`src/shared/flash_host_defines.svh`:
```
// timing, field and code constants for the dual-bank flash host controller
`ifndef FLASH_HOST_DEFINES_SVH
`define FLASH_HOST_DEFINES_SVH

// clock period in ns (25 MHz)
`define CLK_PERIOD_NS 40
// timing figures in ns, plain defaults
`define SELECT_ACCESS_NS 90
`define ADDRESS_ACCESS_NS 90
`define SLEEP_EXTRA_NS 30
`define CLEAR_PULSE_NS 500
`define CLEAR_SETTLE_NS 20000
`define CLEAR_RELEASE_NS 50
`define WRITE_PULSE_NS 35
`define RECOVER_NS 40
// cycle counts: least times round up
`define CYC_UP(ns) (((ns) + `CLK_PERIOD_NS - 1) / `CLK_PERIOD_NS)
`define SELECT_ACCESS_CYC `CYC_UP(`SELECT_ACCESS_NS)
`define ADDRESS_ACCESS_CYC `CYC_UP(`ADDRESS_ACCESS_NS)
`define CLEAR_PULSE_CYC `CYC_UP(`CLEAR_PULSE_NS)
`define CLEAR_RELEASE_CYC `CYC_UP(`CLEAR_RELEASE_NS)
`define WRITE_PULSE_CYC `CYC_UP(`WRITE_PULSE_NS)
`define RECOVER_CYC `CYC_UP(`RECOVER_NS)
`define CLEAR_SETTLE_CYC `CYC_UP(`CLEAR_SETTLE_NS)

// widths
`define ADDR_W 22
`define DATA_W 16
`define CNT_W 16

// register offsets of the controller's own port
`define REG_CTRL 4'h0
`define REG_ADDR 4'h1
`define REG_WDATA 4'h2
`define REG_RDATA 4'h3
`define REG_STATUS 4'h4
`define REG_SEQ0 4'h8

// control register fields
`define CTRL_GO 0
`define CTRL_READ 1
`define CTRL_BYTE 2
`define CTRL_ACCEL 3
`define CTRL_CLEAR 4
`define CTRL_SEQ_LEN_LO 8
`define CTRL_SEQ_LEN_HI 10

// unlock sequence words (address, data) for standard program / bypass
`define UNLOCK_ADDR1 22'h000555
`define UNLOCK_ADDR2 22'h0002AA
`define UNLOCK_DATA1 16'h00AA
`define UNLOCK_DATA2 16'h0055
`define CMD_PROGRAM 16'h00A0
// sector erase command word, value arbitrary
`define CMD_SECTOR_ERASE 16'h00E5

`endif

```
`src/shared/flash_host_pkg.sv`:
```
// types for the dual-bank flash host controller
package flash_host_pkg;

    typedef enum logic [2:0] {
        ST_IDLE,
        ST_SETUP,
        ST_STROBE,
        ST_RECOVER,
        ST_READ_WAIT,
        ST_CLEAR_LOW,
        ST_CLEAR_SETTLE,
        ST_CLEAR_RELEASE
    } host_state_t;

endpackage

```
`src/core/flash_host.sv`:
```
`timescale 1ns/100ps
// host controller driving the dual-bank flash through its strobe pins
`include "flash_host_defines.svh"
module flash_host
    import flash_host_pkg::*;
#(
    parameter int CLEAR_SETTLE_CYCLES = `CLEAR_SETTLE_CYC
)(
    // clock and reset
    input wire logic clk,
    input wire logic reset,
    // software port
    input wire logic [3:0] sw_addr,
    input wire logic [31:0] sw_wdata,
    input wire logic sw_write,
    input wire logic sw_read,
    output logic [31:0] sw_rdata,
    // flash control pins
    output logic chip_select_n,
    output logic output_gate_n,
    output logic write_strobe_n,
    output logic hard_clear_n,
    output logic width_select_n,
    output logic accel_enable,
    output logic [20:0] flash_addr,
    // data bus, two-way (bit 15 is top_data_or_low_addr)
    input wire logic [15:0] data_in,
    output logic [15:0] data_out,
    output logic [15:0] data_oe,
    // completion indicator from the device
    input wire logic completion_indicator
);
    host_state_t state_reg;
    logic [`CNT_W-1:0] count_reg;
    logic [1:0] seq_idx_reg;
    logic [1:0] seq_last_reg;
    logic is_read_reg;
    logic byte_mode_reg;
    logic accel_reg;
    logic busy_reg;
    logic clear_seen_busy_reg;
    logic [21:0] addr_reg;
    logic [15:0] wdata_reg;
    logic [15:0] rdata_reg;
    logic [2:0] ready_sync_reg;
    logic ready_reg;
    logic [37:0] seq_word;
    logic seq_wr;
    logic [1:0] seq_rd_idx;

    // byte address to pin address, byte mode puts the low bit on line 15
    function automatic logic [20:0] pin_addr(input logic [21:0] a, input logic bm);
        pin_addr = bm ? a[21:1] : a[20:0];
    endfunction

    // clamp a cycle count to at least one
    function automatic logic [`CNT_W-1:0] cyc(input int n);
        cyc = (n < 1) ? `CNT_W'(1) : `CNT_W'(n);
    endfunction

    assign seq_wr = sw_write && (sw_addr >= `REG_SEQ0);

    // store read is registered, so address the word the next setup cycle will need
    always_comb begin
        seq_rd_idx = seq_idx_reg;
        if (state_reg == ST_IDLE) begin
            seq_rd_idx = 2'h0;
        end else if (state_reg == ST_RECOVER) begin
            seq_rd_idx = seq_idx_reg + 2'h1;
        end
    end

    seq_store u_seq (
        .clk(clk),
        .wr_en(seq_wr),
        .wr_idx(sw_addr[1:0]),
        .wr_word({sw_wdata[31:16], sw_wdata[21:0]}),
        .rd_idx(seq_rd_idx),
        .rd_word(seq_word)
    );

    // completion indicator is asynchronous: three stages, change when last two agree
    always_ff @(posedge clk or posedge reset) begin
        if (reset) begin
            ready_sync_reg <= 3'h7;
            ready_reg <= 1'h1;
        end else begin
            ready_sync_reg <= {ready_sync_reg[1:0], completion_indicator};
            if (ready_sync_reg[2] == ready_sync_reg[1]) begin
                ready_reg <= ready_sync_reg[2];
            end
        end
    end

    // software-set configuration
    always_ff @(posedge clk or posedge reset) begin
        if (reset) begin
            byte_mode_reg <= 1'h0;
            accel_reg <= 1'h0;
            addr_reg <= 22'h0;
            wdata_reg <= 16'h0;
            seq_last_reg <= 2'h0;
        end else if (sw_write) begin
            unique case (sw_addr)
                `REG_CTRL: begin
                    byte_mode_reg <= sw_wdata[`CTRL_BYTE];
                    // high voltage only requested while idle, for accelerated programs
                    if (state_reg == ST_IDLE) begin
                        accel_reg <= sw_wdata[`CTRL_ACCEL];
                    end
                    seq_last_reg <= 2'(sw_wdata[`CTRL_SEQ_LEN_HI:`CTRL_SEQ_LEN_LO]);
                end
                `REG_ADDR: addr_reg <= sw_wdata[21:0];
                `REG_WDATA: wdata_reg <= sw_wdata[15:0];
                default: ;
            endcase
        end
    end

    // bus cycle sequencer: queued writes (two for bypass/accel, four standard), reads, clear
    always_ff @(posedge clk or posedge reset) begin
        if (reset) begin
            state_reg <= ST_IDLE;
            count_reg <= `CNT_W'h0;
            seq_idx_reg <= 2'h0;
            is_read_reg <= 1'h0;
            busy_reg <= 1'h0;
            clear_seen_busy_reg <= 1'h0;
        end else begin
            unique case (state_reg)
                ST_IDLE: begin
                    if (sw_write && sw_addr == `REG_CTRL && sw_wdata[`CTRL_CLEAR]) begin
                        state_reg <= ST_CLEAR_LOW;
                        count_reg <= cyc(`CLEAR_PULSE_CYC);
                        clear_seen_busy_reg <= !ready_reg;
                        busy_reg <= 1'h1;
                    end else if (sw_write && sw_addr == `REG_CTRL && sw_wdata[`CTRL_GO]) begin
                        is_read_reg <= sw_wdata[`CTRL_READ];
                        seq_idx_reg <= 2'h0;
                        busy_reg <= 1'h1;
                        state_reg <= ST_SETUP;
                        count_reg <= cyc(1);
                    end
                end
                ST_SETUP: begin
                    // one cycle for the stored word to appear on the pins
                    state_reg <= is_read_reg ? ST_READ_WAIT : ST_STROBE;
                    count_reg <= is_read_reg ? cyc(`SELECT_ACCESS_CYC + 1)
                                             : cyc(`WRITE_PULSE_CYC);
                end
                ST_STROBE: begin
                    if (count_reg == `CNT_W'h1) begin
                        state_reg <= ST_RECOVER;
                        count_reg <= cyc(`RECOVER_CYC);
                    end else begin
                        count_reg <= count_reg - `CNT_W'h1;
                    end
                end
                ST_RECOVER: begin
                    if (count_reg != `CNT_W'h1) begin
                        count_reg <= count_reg - `CNT_W'h1;
                    end else if (seq_idx_reg == seq_last_reg) begin
                        // program/erase keeps running in the device; we just deselect
                        state_reg <= ST_IDLE;
                        busy_reg <= 1'h0;
                    end else begin
                        seq_idx_reg <= seq_idx_reg + 2'h1;
                        state_reg <= ST_SETUP;
                    end
                end
                ST_READ_WAIT: begin
                    if (count_reg == `CNT_W'h1) begin
                        state_reg <= ST_IDLE;
                        busy_reg <= 1'h0;
                    end else begin
                        count_reg <= count_reg - `CNT_W'h1;
                    end
                end
                ST_CLEAR_LOW: begin
                    if (count_reg == `CNT_W'h1) begin
                        state_reg <= ST_CLEAR_SETTLE;
                        count_reg <= clear_seen_busy_reg ? cyc(CLEAR_SETTLE_CYCLES)
                                                         : cyc(`CLEAR_RELEASE_CYC);
                    end else begin
                        count_reg <= count_reg - `CNT_W'h1;
                    end
                end
                ST_CLEAR_SETTLE: begin
                    // busy at the clear: wait out the whole settle time; idle at the clear: move on once the indicator reads ready
                    if (count_reg == `CNT_W'h1 || (ready_reg && !clear_seen_busy_reg)) begin
                        state_reg <= ST_CLEAR_RELEASE;
                        count_reg <= cyc(`CLEAR_RELEASE_CYC);
                    end else if (ready_reg && count_reg > `CNT_W'h1) begin
                        count_reg <= count_reg - `CNT_W'h1;
                    end else begin
                        count_reg <= count_reg - `CNT_W'h1;
                    end
                end
                ST_CLEAR_RELEASE: begin
                    // no read before the release delay has passed
                    if (count_reg == `CNT_W'h1) begin
                        state_reg <= ST_IDLE;
                        busy_reg <= 1'h0;
                    end else begin
                        count_reg <= count_reg - `CNT_W'h1;
                    end
                end
            endcase
        end
    end

    // pin drive, all from flip-flops
    always_ff @(posedge clk or posedge reset) begin
        if (reset) begin
            chip_select_n <= 1'h1;
            output_gate_n <= 1'h1;
            write_strobe_n <= 1'h1;
            hard_clear_n <= 1'h1;
            width_select_n <= 1'h1;
            accel_enable <= 1'h0;
            flash_addr <= 21'h0;
            data_out <= 16'h0;
            data_oe <= 16'h0;
        end else begin
            width_select_n <= !byte_mode_reg;
            // high voltage follows the order at once, so it stands before the first select
            if (sw_write && sw_addr == `REG_CTRL && state_reg == ST_IDLE) begin
                accel_enable <= sw_wdata[`CTRL_ACCEL];
            end
            hard_clear_n <= !(state_reg == ST_CLEAR_LOW);
            if (state_reg == ST_SETUP && !is_read_reg) begin
                flash_addr <= pin_addr(seq_word[21:0], byte_mode_reg);
                data_out <= seq_word[37:22];
                data_out[15] <= byte_mode_reg ? seq_word[0] : seq_word[37];
                data_oe <= byte_mode_reg ? 16'h80FF : 16'hFFFF;
            end else if (state_reg == ST_SETUP) begin
                flash_addr <= pin_addr(addr_reg, byte_mode_reg);
                data_out <= {addr_reg[0], 15'h0};
                data_oe <= byte_mode_reg ? 16'h8000 : 16'h0000;
            end else if (state_reg == ST_IDLE || state_reg >= ST_CLEAR_LOW) begin
                data_oe <= 16'h0;
            end
            // write: select and strobe low, gate high; read: select and gate low
            chip_select_n <= !(state_reg == ST_SETUP || state_reg == ST_STROBE
                               || state_reg == ST_READ_WAIT);
            write_strobe_n <= !(state_reg == ST_SETUP && !is_read_reg
                                || state_reg == ST_STROBE && count_reg != `CNT_W'h1);
            output_gate_n <= !(state_reg == ST_SETUP && is_read_reg
                               || state_reg == ST_READ_WAIT);
        end
    end

    // read capture at the end of the access wait
    always_ff @(posedge clk or posedge reset) begin
        if (reset) begin
            rdata_reg <= 16'h0;
        end else if (state_reg == ST_READ_WAIT && count_reg == `CNT_W'h1) begin
            rdata_reg <= byte_mode_reg ? {8'h0, data_in[7:0]} : data_in;
        end
    end

    // software read port, data one cycle after the strobe
    always_ff @(posedge clk or posedge reset) begin
        if (reset) begin
            sw_rdata <= 32'h0;
        end else if (sw_read) begin
            unique case (sw_addr)
                `REG_CTRL: sw_rdata <= {22'h0, seq_last_reg, 4'h0, accel_reg,
                                        byte_mode_reg, 2'h0};
                `REG_ADDR: sw_rdata <= {10'h0, addr_reg};
                `REG_WDATA: sw_rdata <= {16'h0, wdata_reg};
                `REG_RDATA: sw_rdata <= {16'h0, rdata_reg};
                `REG_STATUS: sw_rdata <= {29'h0, clear_seen_busy_reg, ready_reg, busy_reg};
                default: sw_rdata <= 32'h0;
            endcase
        end else begin
            sw_rdata <= 32'h0;
        end
    end
endmodule // flash_host

```
`src/core/seq_store.sv`:
```
`timescale 1ns/100ps
// small memory of queued bus cycles (address and data), registered read
module seq_store
    import flash_host_pkg::*;
(
    // clock
    input wire logic clk,
    // write side
    input wire logic wr_en,
    input wire logic [1:0] wr_idx,
    input wire logic [37:0] wr_word,
    // read side
    input wire logic [1:0] rd_idx,
    output logic [37:0] rd_word
);
    logic [37:0] mem [0:3];

    // storage, no reset needed: software fills it before use
    always_ff @(posedge clk) begin
        if (wr_en) begin
            mem[wr_idx] <= wr_word;
        end
    end

    // read data from a register
    always_ff @(posedge clk) begin
        rd_word <= mem[rd_idx];
    end
endmodule // seq_store

```
`config.mk`:
```
export PLATFORM = sky130hd
export DESIGN_NAME = flash_host
export DESIGN_NICKNAME = d
export VERILOG_FILES = /design/src/shared/flash_host_pkg.sv /design/src/core/flash_host.sv /design/src/core/seq_store.sv
export VERILOG_INCLUDE_DIRS = /design/src /design/src/shared
export SDC_FILE = /design/constraint.sdc
export NUM_CORES = 1
export LEC_CHECK = 0
export BUFFER_PORTS_ARGS = -buffer_cell sky130_fd_sc_hd__buf_2
export CORE_ASPECT_RATIO = 1.75
export CORE_MARGIN = 2
export CORE_UTILIZATION = 40
export DETAILED_ROUTE_END_ITERATION = 7
export PLACE_DENSITY = 0.68
export SLEW_MARGIN = 25
export SYNTH_ARGS = -nofsm -noshare
export SYNTH_HDL_FRONTEND = slang
export SYNTH_SLANG_ARGS = --single-unit
export TNS_END_PERCENT = 100
```
`constraint.sdc`:
```
create_clock -name clk -period 5.8 [get_ports clk]
set_input_delay 1.16 -clock clk [delete_from_list [all_inputs] [get_ports clk]]
set_output_delay 1.16 -clock clk [all_outputs]
set_load 0.03 [all_outputs]
```
==> out/metrics.yaml <==
layout:
  layout.nets: 1122
  multi_input_area_um2: 4090
  largest_registers: "u_seq.mem: 128 flops, u_seq.rd_word: 32 flops"
  seq_area_um2: 8330
  largest_register: "u_seq.mem"
  post_layout_nonfiller_instances: 1476
  drive_gt1_frac: 0.291
  largest_reg_flops: 128
  area_growth_pct: 14.9
  fillerInstances: 2815
outcome:
  status: "finished, final reports clean"
worst_setup_path:
  cp-start-kind: "input pin"
  worst-endpoint-arrival_ps: 3660
  cp-end-kind: "flop"
  critPathMaxFanout: 23
  cp_data_required_time_ps: 6290
  worstSetupPathType: "input pin to flop"
detailed_routing:
  routed_wl_um: 30100
  routed_via_density: 5.39
  routedWlPerCell_um: 20.4
  firstDrtPassIters: 5
  vias: 7953
  drt-initial-drc-count: 501
  drc: 0
  ant_nets: 0
global_routing:
  grt_pass1_vias: 8242
  grt_pass1_wl_um: 46600
  antenna_found_initial: 1
  grt_max_degree: 69
  grt_remaining_overflow: 0
  grtUsageTotal: 0.181
die:
  rows: 86
  core_area_um2: 31400
  initial_core_util: 0.406
  die-area_um2: 33400
  fp.dieH_um: 240
  ios: 148
  dieWidth_um: 139
synth:
  synth_area_um2: 12800
  ys_seq_area_frac: 0.653
  synthDistinctLibCells: 63
  synth_ff_type: "dfrtp_1"
  synth_edf_count: 128
  postSynthAreaPerCell_um2: 13.5
  yosys_warnings: 0
  async_flop_share: 0.489
  synth_seq_cells: 313
  postSynthCellCount: 943
power_and_ir_drop:
  power_leakage_nw: 6.04
  ir_drop_mv: 0.292
  powerDensity_nw_per_um2: 510
timing:
  finalMaxSlewViolations: 0
  max_freq_ghz: 0.315
  relSlewSlack: 0.358
  hold_violations: 0
  tns_ps: 0
  grt_setup_unrepaired: "no"
  setup_violations: 0
  fin_crit_ps: 3170
  tightest_slew_ps: 963
  skew_ps: 33.6
  final.period_utilization: 0.547
cts:
  cts_setup_buffers: 0
  ctsHoldBuffers: 0
  clock-sinks: 313
  clock-root-buffer: "clkbuf_16"
  clock_latency_ps: 570
  htreeDepth: 1
  path_clk_slew_ps: 70
  numCtsBuffers: 27
  tritoncts: "done"
  clock_path_buffers: 3
  cts_resized: 0
place:
  place_hpwl_um: 20400
  dp_cells: 1425
  gp_congestion: 0.852
  port_buffers: 137
worst_hold_path:
  hold_class: "flop to flop"
run:
  drv_cap: 0
## path summary, 6_finish.rpt
kind                              startpoint           endpoint  slack (ps)  depth (start not counted)
max                               sw_addr[1]      count_reg[14]        2630                          6
min in group asynchronous              reset       count_reg[3]         690                          2
max in group asynchronous              reset        is_read_reg        3940                          3
min reg2reg                ready_sync_reg[0]  ready_sync_reg[1]         370                          0
max reg2reg                     count_reg[1]       count_reg[7]        2760                          7
min                        ready_sync_reg[0]  ready_sync_reg[1]         370                          0
## cells in the final DEF (no fill, tap or decap), types with 24 or more instances in the layout
cell	netlist	layout
buf_2	6	137
mux2_2	63	63
mux4_2	32	32
dfrtp_1	144	143
mux2i_1	24	24
edfxtp_1	128	128
nor2_1	47	42
o21ai_0	40	40
dfxtp_1	32	32
clkbuf_16	0	27
a21oi_1	26	25
nand2_1	127	127
## final cells by class
type                    count  share of cell area
repair buffers            151              0.0575
multi-input cells         552               0.279
clock inverters            11             0.00495
flip-flops and latches    313               0.568
well taps                 396              0.0338
clock buffers              39              0.0526
diodes                      1            0.000171
inverters                  13             0.00367
## kinds of logic (layout without fill, tap and decap cells)
| group | count (synthesis) | in the layout | synth area share |
|---|---|---|---|
| adders and majority gates | 8 | 8 | 0.00765 |
| buffers and inverters | 87 | 214 | 0.0336 |
| DFF | 313 | 313 | 0.653 |
| xor gates and xnor gates | 3 | 3 | 0.00206 |
| AOI/OAI and AO/OA | 142 | 142 | 0.0748 |
| muxes | 119 | 119 | 0.131 |
| other | 1 | 11 | 0.000294 |
| and+or+nand+nor | 270 | 270 | 0.0980 |
## cells in the mapped netlist (all sizes together), types with 13 or more instances
| library cell | n | share of area |
|---|---|---|
| dfrtp | 144 | 0.28 |
| nand2 | 127 | 0.037 |
| edfxtp | 128 | 0.30 |
| nand2b | 21 | 0.010 |
| dfxtp | 32 | 0.050 |
| a21oi | 26 | 0.010 |
| a22oi | 15 | 0.0088 |
| mux2 | 63 | 0.056 |
| buf | 34 | 0.018 |
| mux4 | 32 | 0.057 |
| nor2 | 47 | 0.014 |
| clkbuf | 40 | 0.012 |
| mux2i | 24 | 0.019 |
| o21ai | 41 | 0.016 |
| inv | 13 | 0.0038 |
| nand3 | 21 | 0.0082 |
## layer usage
layer  GRT usage  up-vias  wire length [µm]
met4      0.0869        0              1500
met5           0        -                 0
met1       0.190     4039             10600
met3      0.0239       61              1170
met2       0.353      207             16900
li1            -     3646                 -
## metrics by stage
| step | hold WS, ps | util | area, µm² | setup WS (ps) | total power [mW] |
|---|---|---|---|---|---|
| 2_1_floorplan | 345 | - | 12800 | 533 | 5.04 |
| 3_3_place_gp | 346 | 0.437 | 13700 | 2120 | 5.70 |
| 3_5_place_dp | 358 | 0.439 | 13800 | 2100 | 5.79 |
| 4_1_cts | 370 | 0.466 | 14600 | 2640 | 7.53 |
| 5_1_grt | 377 | 0.467 | 14700 | 2480 | 7.90 |
| 6_report | 366 | 0.467 | 14700 | 2630 | 7.47 |
## worst max-delay path: stages
cell and delay (ps):
buf_2 220, or4b_1 640, o31ai_1 610, o211ai_1 320
or4_1 540, a21oi_1 160
## power by group
group	total, mW	internal [mW]	switching, mW
sequential	3.11	2.79	0.318
clock	1.74	0.930	0.806
combinational	2.62	0.955	1.67
total	7.47	4.68	2.79
Power figures use the tool's default switching activity.
